File: src/rtl/p1g_defines.vh
// register offsets, field positions and reset values for the port 1 pin mux
`ifndef P1G_DEFINES_VH
`define P1G_DEFINES_VH

// ----------------------------------------
// register addresses
// ----------------------------------------
`define P1G_ADDR_DIR 16'hFF80
`define P1G_ADDR_DATA 16'hFF82
`define P1G_ADDR_CTRL 16'hFFFC

// ----------------------------------------
// reset values
// ----------------------------------------
`define P1G_DIR_RESET 8'h03
`define P1G_DIR_HWSTBY 8'h00
`define P1G_DATA_RESET 6'h00
`define P1G_CTRL_RESET 8'h87
`define P1G_CTRL_FIXED_MASK 8'h87
`define P1G_DIR_READ 8'hFF

// ----------------------------------------
// control register fields
// ----------------------------------------
`define P1G_CTRL_EXT_INT_ONE_INPUT 6
`define P1G_CTRL_EXT_INT_ZERO_INPUT 5
`define P1G_CTRL_NMI 4
`define P1G_CTRL_BREL 3

// ----------------------------------------
// operating mode codes
// ----------------------------------------
`define P1G_MODE_SINGLE 3'h7

`endif

File: src/rtl/p1g_sync2.v
// two-flop synchroniser for a vector of pin inputs
`timescale 1ns/1ps
`default_nettype none

module p1g_sync2 #(
   parameter WIDTH = 8
) (
   input wire clk,
   input wire arst_n,
   input wire [WIDTH-1:0] async_in,
   output wire [WIDTH-1:0] sync_out
);

   reg [WIDTH-1:0] meta_r;
   reg [WIDTH-1:0] sync_r;

   // first stage feeds only the second stage
   always @(posedge clk or negedge arst_n) begin
      if (!arst_n) begin
         meta_r <= {WIDTH{1'b0}};
         sync_r <= {WIDTH{1'b0}};
      end else begin
         meta_r <= async_in;
         sync_r <= meta_r;
      end
   end

   assign sync_out = sync_r;

endmodule // p1g_sync2

`default_nettype wire

File: src/rtl/p1g_port1_gpio_pin_mux.v
// port 1 general-purpose pins with timer, interrupt, wait, bus-release and clock sharing
// What this block does
// - modes 1-4 expanded, mode 7 single-chip
// - direction bit 1 output, 0 input
// - direction register write-only, reads all ones
// - reset loads direction with 03
// - hardware standby clears direction to 00
// - software standby keeps direction unchanged
// - data read: latch if output, else pin; pins 1,0 as outputs read the clocks, pins 6,5 read the pin as interrupts
// - data bits 1:0 read-only, 7:2 reset zero
// - pins 1,0 output E and system clocks
// - control resets to 87, kept in software standby
// - control bits 7,2:0 fixed, read one
// - control bit 6 makes pin 6 interrupt 1
// - control bit 5 makes pin 5 interrupt 0
// - control bit 4 picks nonmaskable edge
// - bus release on pins 3,2 expanded only
// - any timer select bit drives pin 7
// - wait select makes pin 4 wait input
// - single-chip: pins 4,3,2 plain port only
`timescale 1ns/1ps
`default_nettype none
`include "p1g_defines.vh"

module p1g_port1_gpio_pin_mux (
   input wire clk,
   input wire arst_n,
   // hardware standby, active low, from the standby pin logic
   input wire hw_standby_n,
   // operating mode pins, already stable at the device level
   input wire [2:0] op_mode,
   // cpu register access
   input wire [15:0] cpu_addr,
   input wire cpu_rd,
   input wire cpu_wr,
   input wire [7:0] cpu_wdata,
   output reg [7:0] cpu_rdata,
   output wire cpu_hit,
   // on-chip sources and sinks
   input wire [3:0] timer_output_select_bits,
   input wire timer8_compare_output,
   input wire wait_select_high_bit,
   input wire e_clock,
   input wire sys_clock,
   input wire bus_ack_out,
   output wire ext_int_one_input,
   output wire ext_int_zero_input,
   output wire wait_input,
   output wire bus_request_input,
   output wire nonmaskable_edge_select,
   // pins: output enable is low while the block drives the pin
   input wire [7:0] pin_in,
   output reg [7:0] pin_out,
   output reg [7:0] pin_oe_n
);

   // ----------------------------------------
   // register state
   // ----------------------------------------
   reg [7:0] port_direction_reg_r;
   reg [7:2] port_data_reg_r;
   reg [6:3] ctrl_bits_r;
   wire [7:0] pin_sync;
   wire [7:0] port_function_ctrl_reg;
   wire expanded_mode;
   wire ext_int_one_pin_select;
   wire ext_int_zero_pin_select;
   wire bus_release_select;
   wire sel_dir;
   wire sel_data;
   wire sel_ctrl;
   reg [7:0] drive_en;
   reg [7:0] drive_val;
   reg [7:0] data_read;
   reg [7:0] cpu_rdata_nxt;
   // full reset image, so the writable field can be sliced out at its own width
   localparam [7:0] CTRL_RST = `P1G_CTRL_RESET;

   // ----------------------------------------
   // pin synchroniser
   // ----------------------------------------
   p1g_sync2 #(
      .WIDTH(8)
   ) u_pin_sync (
      .clk(clk),
      .arst_n(arst_n),
      .async_in(pin_in),
      .sync_out(pin_sync)
   );

   // mode decode: anything but the single-chip code counts as expanded
   assign expanded_mode = (op_mode != `P1G_MODE_SINGLE);

   assign sel_dir = (cpu_addr == `P1G_ADDR_DIR);
   assign sel_data = (cpu_addr == `P1G_ADDR_DATA);
   assign sel_ctrl = (cpu_addr == `P1G_ADDR_CTRL);
   assign cpu_hit = sel_dir | sel_data | sel_ctrl;

   // ----------------------------------------
   // direction register
   // ----------------------------------------
   // hardware standby is a level; while held the register stays cleared.
   // software standby has no input here, so the register just holds.
   always @(posedge clk or negedge arst_n) begin
      if (!arst_n) begin
         port_direction_reg_r <= `P1G_DIR_RESET;
      end else if (!hw_standby_n) begin
         port_direction_reg_r <= `P1G_DIR_HWSTBY;
      end else if (cpu_wr && sel_dir) begin
         port_direction_reg_r <= cpu_wdata;
      end
   end

   // ----------------------------------------
   // data latch, bits 7:2 only
   // ----------------------------------------
   // the latch takes writes whatever the direction, so a pin turned to
   // output later drives the value written beforehand
   always @(posedge clk or negedge arst_n) begin
      if (!arst_n) begin
         port_data_reg_r <= `P1G_DATA_RESET;
      end else if (!hw_standby_n) begin
         port_data_reg_r <= `P1G_DATA_RESET;
      end else if (cpu_wr && sel_data) begin
         port_data_reg_r <= cpu_wdata[7:2];
      end
   end

   // ----------------------------------------
   // control register, bits 6:3 writable
   // ----------------------------------------
   always @(posedge clk or negedge arst_n) begin
      if (!arst_n) begin
         ctrl_bits_r <= CTRL_RST[6:3];
      end else if (!hw_standby_n) begin
         ctrl_bits_r <= CTRL_RST[6:3];
      end else if (cpu_wr && sel_ctrl) begin
         ctrl_bits_r <= cpu_wdata[6:3];
      end
   end

   // fixed bits always read one, writes never reach them
   assign port_function_ctrl_reg = {1'b1, ctrl_bits_r, 3'h7};
   assign ext_int_one_pin_select = port_function_ctrl_reg[`P1G_CTRL_EXT_INT_ONE_INPUT];
   assign ext_int_zero_pin_select = port_function_ctrl_reg[`P1G_CTRL_EXT_INT_ZERO_INPUT];
   assign nonmaskable_edge_select = port_function_ctrl_reg[`P1G_CTRL_NMI];
   // bus release bit is dead in single-chip mode
   assign bus_release_select = port_function_ctrl_reg[`P1G_CTRL_BREL] & expanded_mode;

   // ----------------------------------------
   // pin function selection
   // ----------------------------------------
   always @* begin
      // general-purpose default: direction bit decides, latch drives
      drive_en = port_direction_reg_r;
      drive_val = {port_data_reg_r, sys_clock, e_clock};
      // clocks on pins 1 and 0 replace latch data when outputs
      drive_val[1] = e_clock;
      drive_val[0] = sys_clock;
      // timer output overrides the direction bit on pin 7
      if (timer_output_select_bits != 4'h0) begin
         drive_en[7] = 1'b1;
         drive_val[7] = timer8_compare_output;
      end
      // interrupt inputs float the pin regardless of direction
      if (ext_int_one_pin_select) begin
         drive_en[6] = 1'b0;
      end
      if (ext_int_zero_pin_select) begin
         drive_en[5] = 1'b0;
      end
      // wait input only exists with an external bus
      if (expanded_mode && wait_select_high_bit) begin
         drive_en[4] = 1'b0;
      end
      // bus release: pin 3 request in, pin 2 acknowledge out
      if (bus_release_select) begin
         drive_en[3] = 1'b0;
         drive_en[2] = 1'b1;
         drive_val[2] = bus_ack_out;
      end
      // single-chip leaves pins 4..2 as set above by direction only
   end

   // pin drivers are registered so pads see glitch-free levels
   always @(posedge clk or negedge arst_n) begin
      if (!arst_n) begin
         pin_out <= 8'h00;
         pin_oe_n <= 8'hFF;
      end else begin
         pin_out <= drive_val;
         pin_oe_n <= ~drive_en;
      end
   end

   // ----------------------------------------
   // alternate inputs to on-chip logic
   // ----------------------------------------
   // a function not selected reads as its inactive level (high)
   assign ext_int_one_input = ext_int_one_pin_select ? pin_sync[6] : 1'b1;
   assign ext_int_zero_input = ext_int_zero_pin_select ? pin_sync[5] : 1'b1;
   assign wait_input = (expanded_mode && wait_select_high_bit) ? pin_sync[4] : 1'b1;
   assign bus_request_input = bus_release_select ? pin_sync[3] : 1'b1;

   // ----------------------------------------
   // read data
   // ----------------------------------------
   // output pins read the latch, input pins the synchronised pin;
   // clock pins read the instantaneous clock rather than a latch
   always @* begin
      data_read[7:2] = (port_direction_reg_r[7:2] & port_data_reg_r) |
                       (~port_direction_reg_r[7:2] & pin_sync[7:2]);
      data_read[1] = port_direction_reg_r[1] ? e_clock : pin_sync[1];
      data_read[0] = port_direction_reg_r[0] ? sys_clock : pin_sync[0];
      // pins used by interrupt inputs still read their level
      if (ext_int_one_pin_select) begin
         data_read[6] = pin_sync[6];
      end
      if (ext_int_zero_pin_select) begin
         data_read[5] = pin_sync[5];
      end
   end

   always @* begin
      cpu_rdata_nxt = 8'h00;
      if (sel_dir) begin
         cpu_rdata_nxt = `P1G_DIR_READ;
      end else if (sel_data) begin
         cpu_rdata_nxt = data_read;
      end else if (sel_ctrl) begin
         cpu_rdata_nxt = port_function_ctrl_reg;
      end
   end

   // read data registered; valid the cycle after cpu_rd
   always @(posedge clk or negedge arst_n) begin
      if (!arst_n) begin
         cpu_rdata <= 8'h00;
      end else if (cpu_rd) begin
         cpu_rdata <= cpu_rdata_nxt;
      end
   end

endmodule // p1g_port1_gpio_pin_mux

`default_nettype wire

File: config.mk
export PLATFORM = sky130hd
export DESIGN_NAME = p1g_port1_gpio_pin_mux
export DESIGN_NICKNAME = d
export VERILOG_FILES = /design/src/rtl/p1g_sync2.v /design/src/rtl/p1g_port1_gpio_pin_mux.v
export VERILOG_INCLUDE_DIRS = /design/src /design/src/rtl
export SDC_FILE = /design/constraint.sdc
export NUM_CORES = 1
export LEC_CHECK = 0
export ABC_AREA = 1
export BUFFER_PORTS_ARGS = -buffer_cell sky130_fd_sc_hd__buf_2
export CAP_MARGIN = 20
export CORE_ASPECT_RATIO = 0.5
export CORE_UTILIZATION = 40
export DETAILED_ROUTE_END_ITERATION = 8
export PLACE_DENSITY_LB_ADDON = 0.25
export SLEW_MARGIN = 20
export SYNTH_ARGS = -nofsm -noshare
export SYNTH_HDL_FRONTEND = slang
export SYNTH_SLANG_ARGS = --single-unit
File: constraint.sdc
create_clock -name clk -period 1.4 [get_ports clk]
set_input_delay 0.07 -clock clk [delete_from_list [all_inputs] [get_ports clk]]
set_output_delay 0.07 -clock clk [all_outputs]
set_load 0.005 [all_outputs]
==> results of run 1 <==
[worst reg2reg max path, stage by stage (launching register included)]
cell and delay (ns):
dfrtp_1 0.43, nor2_1 0.08, o21ai_0 0.25, nand3_1 0.12, nand3_1 0.10, nand2_1 0.05
nand2_1 0.05
[power by group]
group / leakage [nW] / internal [mW] / total (mW) / switching, mW
Clock: 0.142 / 1.41 / 2.11 / 0.700
Sequential: 0.726 / 1.72 / 1.73 / 0.0116
Combinational: 0.784 / 0.123 / 0.252 / 0.129
Total: 1.65 / 3.25 / 4.09 / 0.841
[layer usage]
layer	GRT usage (%)	vias up	wire (um)	share of wire (%)
met5	0	-	0	0
met4	9.21	0	91	1.7
met3	8.08	10	297	5.5
met2	28.5	55	2560	48
met1	25.1	945	2420	45
li1	-	960	-	-
[final cells by class]
cell class                      count  area [um^2]
Clock inverter                      3         40.0
Tap cell                           73         91.3
Inverter                           20         75.1
Fill cell                         487         2270
Sequential cell                    58         1460
Timing Repair Buffer              101          626
Clock buffer                       12          246
Multi-Input combinational cell    148          754
[how the worst max path moves through the flow]
stage               cells after the start                   startpoint                 end
floorplan                               4      port_direction_reg_r[0]        cpu_rdata[0]
global placement                        7                  cpu_addr[2]  port_data_reg_r[5]
detailed placement                      7                  cpu_addr[2]  port_data_reg_r[6]
CTS                                     6  timer_output_select_bits[0]         pin_oe_n[7]
global route                            6  timer_output_select_bits[0]         pin_oe_n[7]
finish                                  6  timer_output_select_bits[0]         pin_oe_n[7]
[what timing repair did]
action                    in CTS  in global routing
hold endpoints to repair      66                  0
hold buffers                  20                  0
gates resized for setup        0                  0
[cell usage after synthesis, drive strengths merged]
library cell / n / area share, %
nor2: 31 / 6.4
buf: 7 / 2.1
mux2i: 4 / 1.7
o21ai: 18 / 4.6
dfstp: 10 / 11
mux2: 1 / 0.48
nand4: 1 / 0.27
nand2: 53 / 8.8
nand3: 37 / 9.0
dfrtp: 48 / 51
inv: 20 / 3.2
nand3b: 3 / 0.96
[sequential cells by signal (all words and copies together), names as in the netlist]
| name | flops |
|---|---|
| cpu_rdata | 8 |
| pin_oe_n | 8 |
| pin_out | 8 |
| port_direction_reg_r | 8 |
| u_pin_sync.meta_r | 8 |
| u_pin_sync.sync_out | 8 |
| port_data_reg_r | 6 |
| ctrl_bits_r | 4 |
[cell families after synthesis]
kind of cell / after synthesis / share of synthesized area, %
AND/OR/NAND/NOR: 125 / 25.4
buffers and inverters: 27 / 5.34
multiplexers: 5 / 2.19
AO/OA/AOI/OAI: 18 / 4.64
flip-flops: 58 / 62.5
==> reports/metrics.yaml, run 1 <==
status: "complete, no violations"
fmax_mhz: 781
drive_above_1_share_pct: 36.0
die_w_um: 110
vias_per_cell: 4.75
holdPathEnd: "ctrl_bits_r[6]"
tns_ns: 0
numCtsBuffers: 9
instances_no_fill: 415
drt_iter0_markers: 63
clock-sinks: 58
htreeDepth: 3
clockRootBuffer: "clkbuf_16"
rrSetupSlack_ns: 0.25
critPathCaptureType: "flop"
grt_antenna_before_repair: 0
rows: 19
power_leakage_nw: 1.65
dieArea_mm2: 0.00619
min_path_cells: 3
drc: 0
min_from: "cpu_wdata[6]"
post_cts_buffers: 0
stdcell_area_mm2: 0.00330
die_y_um: 56.1
drt_first_pass_iters: 5
r2r-end: "cpu_rdata[6]"
syn_avg_cell_area_um2: 10.1
cp.arrival_ns: 1.54
clkTransAtPathRegs_ns: 0.05
routed_wl_um: 5360
worstHoldPathType: "primary input to flop"
setup_ws_ns: 0.120
grt_max_degree: 59
rr_worst_depth: 6
dr_total_vias: 1970
startpoint_type: "primary input"
antenna_left: 0
ir_drop_mv: 0.717
final_common_cell: "buf_2"
grt_pass1_vias: 1873
dp.cells: 380
clk_latency_ns: 0.32
portBuffers: 78
overflow: 0
crit_path_max_fanout: 2
wl_per_cell_um: 12.9
worst-endpoint-required_ns: 1.66
final_cell_mix: "buf_2 (78), nand2_1 (50), dfrtp_1 (48), nand3_1 (32), nor2_1 (26)"
cp_slowest_stage_delay_ns: 0.56
io_pins: 79
rsz0062_at_grt: "false"
final_core_util_pct: 59.3
area_growth_syn_to_layout_pct: 40.7
hold_viol_final: 0
gp_congestion: 0.780
critPathSlowestCell: "dlygate4sd3_1"
cp_num_buf_inv: 3
setup_viol: 0
slew_headroom_pct: 77.8
critPathTopFamily: "buffers and inverters"
grt_usage_pct: 19.5
maxCapViolCount: 0
synth_warnings: 0
clock_skew_ns: 0.00524
cts_tree: "yes"
crit_chain: "dlygate4sd3_1, buf_2, nor2_1, nand2_1, dlygate4sd3_1, nor2_1"
finalPower_mw: 4.09
n_antenna_cell: 0
placed_area_mm2: 0.00281
cts_buffer_depth: 2
synth-seq-cells: 58
seq_area_frac_synth_pct: 62.5
dp_hpwl_um: 3690
finalCritPeriodShare_pct: 91.4
grt_pass1_wl_um: 8650
initial_core_util_pct: 42.1
p_per_area_mw_per_mm2: 1240
worst_slew_pin_slew_ns: 0.323
synth_area_mm2: 0.00234
min_period_ns: 1.28
syn_inst: 233
hold_ws_ns: 0.0133
syn_nets: 282
r2r-start: "ctrl_bits_r[6]"
criticalPathCategory: "primary input to flop"
yosys.cell_types.count: 20
fin_nets: 387
place_ws_ns: 0.0552
final_max_slew_viol_count: 0
coreArea_mm2: 0.00556
(Power assumes the default switching activity.)
==> run 2: changes to the inputs <==
Settings changed: BUFFER_PORTS_ARGS -buffer_cell sky130_fd_sc_hd__buf_2 to -buffer_cell sky130_fd_sc_hd__buf_4, CELL_PAD_IN_SITES_DETAIL_PLACEMENT set to 0, CELL_PAD_IN_SITES_GLOBAL_PLACEMENT set to 1.
==> run 2 against run 1 <==
- total power increased by 15%
- flip-flop and latch count unchanged
- worst hold slack worse by 0.0035 ns
- highest routed layer unchanged
- utilization rose by 5.0 points
- sequential share of layout area down 3.5 points
- largest power group unchanged
==> reports/metrics.yaml, run 2 (synthesized netlist as in run 1, its figures left out) <==
fmax_mhz: 779  # -0.26%
drt_first_pass_iters: 4  # -1
antenna_left: 0  # unchanged
hold_viol_final: 0  # unchanged
die_y_um: 56.1  # unchanged
grt_max_degree: 31  # -47%
grt_pass1_wl_um: 8650  # unchanged
clock-sinks: 58  # unchanged
placed_area_mm2: 0.00300  # +6.7%
min_period_ns: 1.28  # +0.00338 ns
post_cts_resize_count: 0  # unchanged
criticalPathCategory: "primary input to flop"
p_switching_mw: 0.886  # +5.4%
n_antenna_cell: 0  # unchanged
p_clk_share_pct: 56.7  # +5.2 points
cp_slowest_stage_delay_ns: 0.56  # about the same
die_w_um: 110  # unchanged
overflow: 0  # unchanged
clk_latency_ns: 0.32  # about the same
rr_worst_depth: 4  # -2
rsz0062_at_grt: "false"
instances_no_fill: 416  # +0.24%
maxCapViolCount: 0  # unchanged
setup_viol: 0  # unchanged
wl_per_cell_um: 12.6  # -2.4%
clockRootBuffer: "clkbuf_16"
post_cts_buffers: 0  # unchanged
slew_headroom_pct: 75.5  # -2.4 points
cp.arrival_ns: 1.54  # about the same
power_leakage_nw: 1.75  # +5.9%
cp_num_buf_inv: 3  # unchanged
final_core_util_pct: 64.3  # +5.0 points
cts_tree: "yes"
worst-endpoint-required_ns: 1.66  # about the same
worstHoldPathType: "primary input to flop"
dp_hpwl_um: 3630  # -1.7%
path_depth: 6  # unchanged
tns_ns: 0  # unchanged
min_path_cells: 3  # unchanged
grt_usage_pct: 19.4  # -0.062 points
fin_nets: 387  # unchanged
rows: 19  # unchanged
seqPwrFrac_pct: 36.9  # -5.4 points
io_pins: 79  # unchanged
crit_path_max_fanout: 2  # unchanged
ctsHoldBuffers: 21  # +5.0%
cts_buffer_depth: 2  # unchanged
stdcell_area_mm2: 0.00357  # +8.4%
status: "complete, no violations"
worst_slew_pin_slew_ns: 0.358  # +0.0347 ns
final_max_slew_viol_count: 0  # unchanged
initial_core_util_pct: 42.1  # unchanged
critPathCaptureType: "flop"
htreeDepth: 3  # unchanged
drive_above_1_share_pct: 36.4  # +0.48 points
dieArea_mm2: 0.00619  # unchanged
grt_pass1_vias: 1890  # +0.91%
p_int_mw: 3.80  # +17%
p_per_area_mw_per_mm2: 1310  # +5.7%
gp_congestion: 0.739  # -5.2%
final_cell_mix: "buf_4 (79), nand2_1 (50), dfrtp_1 (48), nand3_1 (32), nor2_1 (26)"
portBuffers: 78  # unchanged
switching_share_pct: 18.9  # -1.7 points
ir_drop_mv: 0.695  # -3.1%
clock_skew_ns: 0.00432  # -0.000918 ns
critPathTopFamily: "buffers and inverters"
final_common_cell: "buf_4"
grt_antenna_before_repair: 0  # unchanged
dp.cells: 379  # -0.26%
startpoint_type: "primary input"
numCtsBuffers: 9  # unchanged
coreArea_mm2: 0.00556  # unchanged
area_growth_syn_to_layout_pct: 52.5
vias_per_cell: 4.61  # -3.0%
drt_iter0_markers: 41  # -35%
routed_wl_um: 5240  # -2.2%
finalCritPeriodShare_pct: 91.6  # +0.24 points
crit_chain: "dlygate4sd3_1, buf_4, nor2_1, nand2_1, dlygate4sd3_1, nor2_1"
comb_power_share_pct: 6.4  # +0.2 points
drc: 0  # unchanged
dr_total_vias: 1916  # -2.7%
critPathSlowestCell: "dlygate4sd3_1"
hold_ws_ns: 0.00988  # -0.00347 ns
clkTransAtPathRegs_ns: 0.05  # about the same
run 2: cell types whose count changed in the layout (fill, tap and decap cells not counted), sizes merged:
cell	delta
buf	-1
bufinv	+3
clkbuf	-3
clkinvlp	+1
dlygate4sd3	+1
run 2: per-stage QoR:
| step | setup WS (ns) | total power, mW |
|---|---|---|
| 2_1_floorplan | 0.412 | 1.82 |
| 3_3_place_gp | 0.0914 | 2.01 |
| 3_5_place_dp | 0.0749 | 2.01 |
| 4_1_cts | 0.131 | 4.75 |
| 5_1_grt | 0.0511 | 4.86 |
| 6_report | 0.117 | 4.69 |
run 2: final timing paths:
check | from | end | slack (ns)
worst max-delay path | timer_output_select_bits[1] | pin_oe_n[7] | 0.12
min in group asynchronous | arst_n | cpu_rdata[1] | 0.22
max in group asynchronous | arst_n | pin_oe_n[0] | 0.63
worst min-delay path | cpu_wdata[5] | ctrl_bits_r[5] | 0.01
worst max register to register | port_direction_reg_r[1] | cpu_rdata[1] | 0.18
worst min register to register | u_pin_sync.meta_r[0] | u_pin_sync.sync_out[0] | 0.35
run 2: layer usage:
layer	global-route usage [%]	vias to the layer above	part of all wire, %
li1	-	963	-
met1	25.3	886	46
met2	29.6	59	46
met3	6.79	8	6.6
met4	7.89	0	1.5
met5	0	-	0
run 2: power groups by stage:
stage          combinational, mW  sequential (mW)  clock, mW
4_1_cts                    0.303             1.73       2.72
6_report                   0.300             1.73       2.66
3_3_place_gp               0.252             1.75          0
5_1_grt                    0.333             1.73       2.79
2_1_floorplan             0.0687             1.76          0
3_5_place_dp               0.257             1.76          0
run 2: cell type report:
cell class                      instances  area (um^2)
Multi-Input combinational cell        148          754
Timing Repair Buffer                  101          823
Fill cell                             485         1990
Clock inverter                          7          141
Tap cell                               73         91.3
Clock buffer                            9          225
Sequential cell                        58         1460
Inverter                               20         75.1
run 2: worst reg2reg max path, stage by stage, from the launching register on:
cell and delay (ns):
dfstp_2 0.55, mux2i_1 0.30, nor2_1 0.09, nor2_1 0.13, nor2_1 0.05
==> run 3: changes to the inputs <==
Settings changed: CORE_UTILIZATION 40 to 33.
Clock period 1.4 ns to 1.1 ns, I/O delays scaled along.
==> run 3 against run 2 <==
- clock power grew 3%
- critical path depth shrank 3
- sequential power rose by 27%
- via count is 6.0% higher
- highest routed layer unchanged
==> reports/metrics.yaml, run 3 (synthesized netlist as in run 1, its figures left out) <==
status: "complete, no violations"
io_pins: 79  # unchanged
critPathCaptureType: "output pin"
grt_usage_pct: 16.5  # -2.9 points
rows: 21  # +2
finalCritPeriodShare_pct: 95.9
hold_viol_final: 0  # unchanged
path_depth: 3  # -3
instances_no_fill: 470  # +13%
crit_path_max_fanout: 4  # +2
die_y_um: 61.6  # +9.7%
p_per_area_mw_per_mm2: 1380  # +5.2%
critPathTopFamily: "flip-flops"
cp_num_buf_inv: 2  # -1
dp.cells: 423  # +12%
grt_pass1_vias: 1939  # +2.6%
clk_latency_ns: 0.32  # about the same
dr_total_vias: 2031  # +6.0%
crit_chain: "buf_6, nand2_2, buf_6"
startpoint_type: "flop"
clock-sinks: 58  # unchanged
cp_common_cell: "buf_6"
rr_worst_depth: 5  # +1
drt_first_pass_iters: 4  # unchanged
critPathSlowestCell: "dfrtp_1"
dieArea_mm2: 0.00746  # +21%
wl_per_cell_um: 12.1  # -3.8%
power_leakage_nw: 1.96  # +12%
setup_viol: 0  # unchanged
grt_antenna_before_repair: 0  # unchanged
area_growth_syn_to_layout_pct: 66.2
crit_start: "ctrl_bits_r[5]"
clock_skew_ns: 0.00410  # -0.000218 ns
gp_congestion: 0.796  # +7.7%
final_common_cell: "buf_4"
ir_drop_mv: 0.709  # +2.1%
drt_iter0_markers: 88  # +110%
htreeDepth: 3  # unchanged
antenna_left: 0  # unchanged
maxCapViolCount: 0  # unchanged
coreArea_mm2: 0.00678  # +22%
cp.arrival_ns: 1.00  # -0.54 ns
cp_slowest_stage_delay_ns: 0.41  # -0.15 ns
worstHoldPathType: "primary input to flop"
worst-endpoint-required_ns: 1.04  # -0.62 ns
final_core_util_pct: 57.4  # -6.8 points
r2r-start: "port_direction_reg_r[7]"
drc: 0  # unchanged
slew_headroom_pct: 76.1  # +0.62 points
final_cell_mix: "buf_4 (105), dfrtp_1 (48), nand2_1 (47), nand3_1 (29), dlygate4sd3_1 (23)"
min_path_cells: 3  # unchanged
clockRootBuffer: "clkbuf_16"
min_from: "cpu_wdata[7]"
fin_nets: 422  # +9.0%
final_max_slew_viol_count: 0  # unchanged
n_antenna_cell: 0  # unchanged
clkTransAtPathRegs_ns: 0.05  # about the same
min_period_ns: 1.06
worst_slew_pin_slew_ns: 0.359  # +0.000952 ns
routed_wl_um: 5700  # +8.7%
numCtsBuffers: 9  # unchanged
grt_pass1_wl_um: 8960  # +3.5%
die_w_um: 121  # +9.9%
fmax_mhz: 948
rsz0062_at_grt: "true"
placed_area_mm2: 0.00323  # +7.9%
drive_above_1_share_pct: 44.4  # +8.0 points
grt_max_degree: 28  # -9.7%
finalPower_mw: 5.37  # +15%
initial_core_util_pct: 34.6  # -7.6 points
criticalPathCategory: "flop to output pin"
cts_tree: "yes"
dp_hpwl_um: 3970  # +9.6%
vias_per_cell: 4.32  # -6.2%
portBuffers: 78  # unchanged
num-fill-cells: 583  # +20%
overflow: 0  # unchanged
cts_buffer_depth: 2  # unchanged
stdcell_area_mm2: 0.00389  # +8.9%
==> run 3: worst min-delay path: cells and delay by family <==
kind / cells / cell delay [ns]
and+or+nand+nor: 1 / 0.07
buffers and inverters: 1 / 0.07
AOI/OAI and AO/OA: 1 / 0.10
==> run 3: final timing paths <==
kind                                      endpoint  slack [ns]
hold reg to reg             u_pin_sync.sync_out[6]        0.34
min in group asynchronous             cpu_rdata[3]        0.20
setup / recovery                ext_int_zero_input        0.04
max in group asynchronous              pin_oe_n[6]        0.37
hold / removal             port_direction_reg_r[7]        0.01
setup reg to reg                      cpu_rdata[7]        0.06
==> run 3: metal layers <==
layer | vias up | wire length, um | global-route usage (%)
li1 | 1028 | - | -
met1 | 953 | 2720 | 21.4
met2 | 47 | 2690 | 26.4
met3 | 3 | 265 | 5.37
met4 | 0 | 29 | 5.82
met5 | - | 0 | 0
==> run 3: final cells by class <==
cell class              instances  area [um^2]  area share [%]
well taps                      92          115            2.96
flip-flops and latches         58         1460            37.6
inverters                      20         75.1            1.93
clock buffers                  14          264            6.78
repair buffers                136         1130            29.1
multi-input cells             148          806            20.7
clock inverters                 2         35.0           0.900
==> run 3: through the flow <==
stage               hold slack, ns  setup TNS [ns]  worst slack [ns]
floorplan                   -0.241               0             0.112
global placement           -0.0111               0          0.000222
detailed placement        -0.00731         -0.0303           -0.0175
CTS                        0.00241               0           0.00715
global route                0.0123         -0.0524           -0.0156
finish                     0.00991               0            0.0446
==> run 3: power by group <==
group	leakage (nW)	internal [mW]	switching (mW)	total, mW
clock network	0.147	1.87	0.882	2.75
logic	1.09	0.235	0.177	0.413
registers	0.726	2.19	0.0148	2.20
total	1.96	4.29	1.07	5.37
==> run 3: repair_timing <==
action	4_1_cts	5_1_grt
pin swaps	1	11
setup endpoints to repair	4	9
resized for setup	5	19
hold endpoints to repair	72	0
buffers inserted	3	7
hold buffers	23	0
cloned	0	0
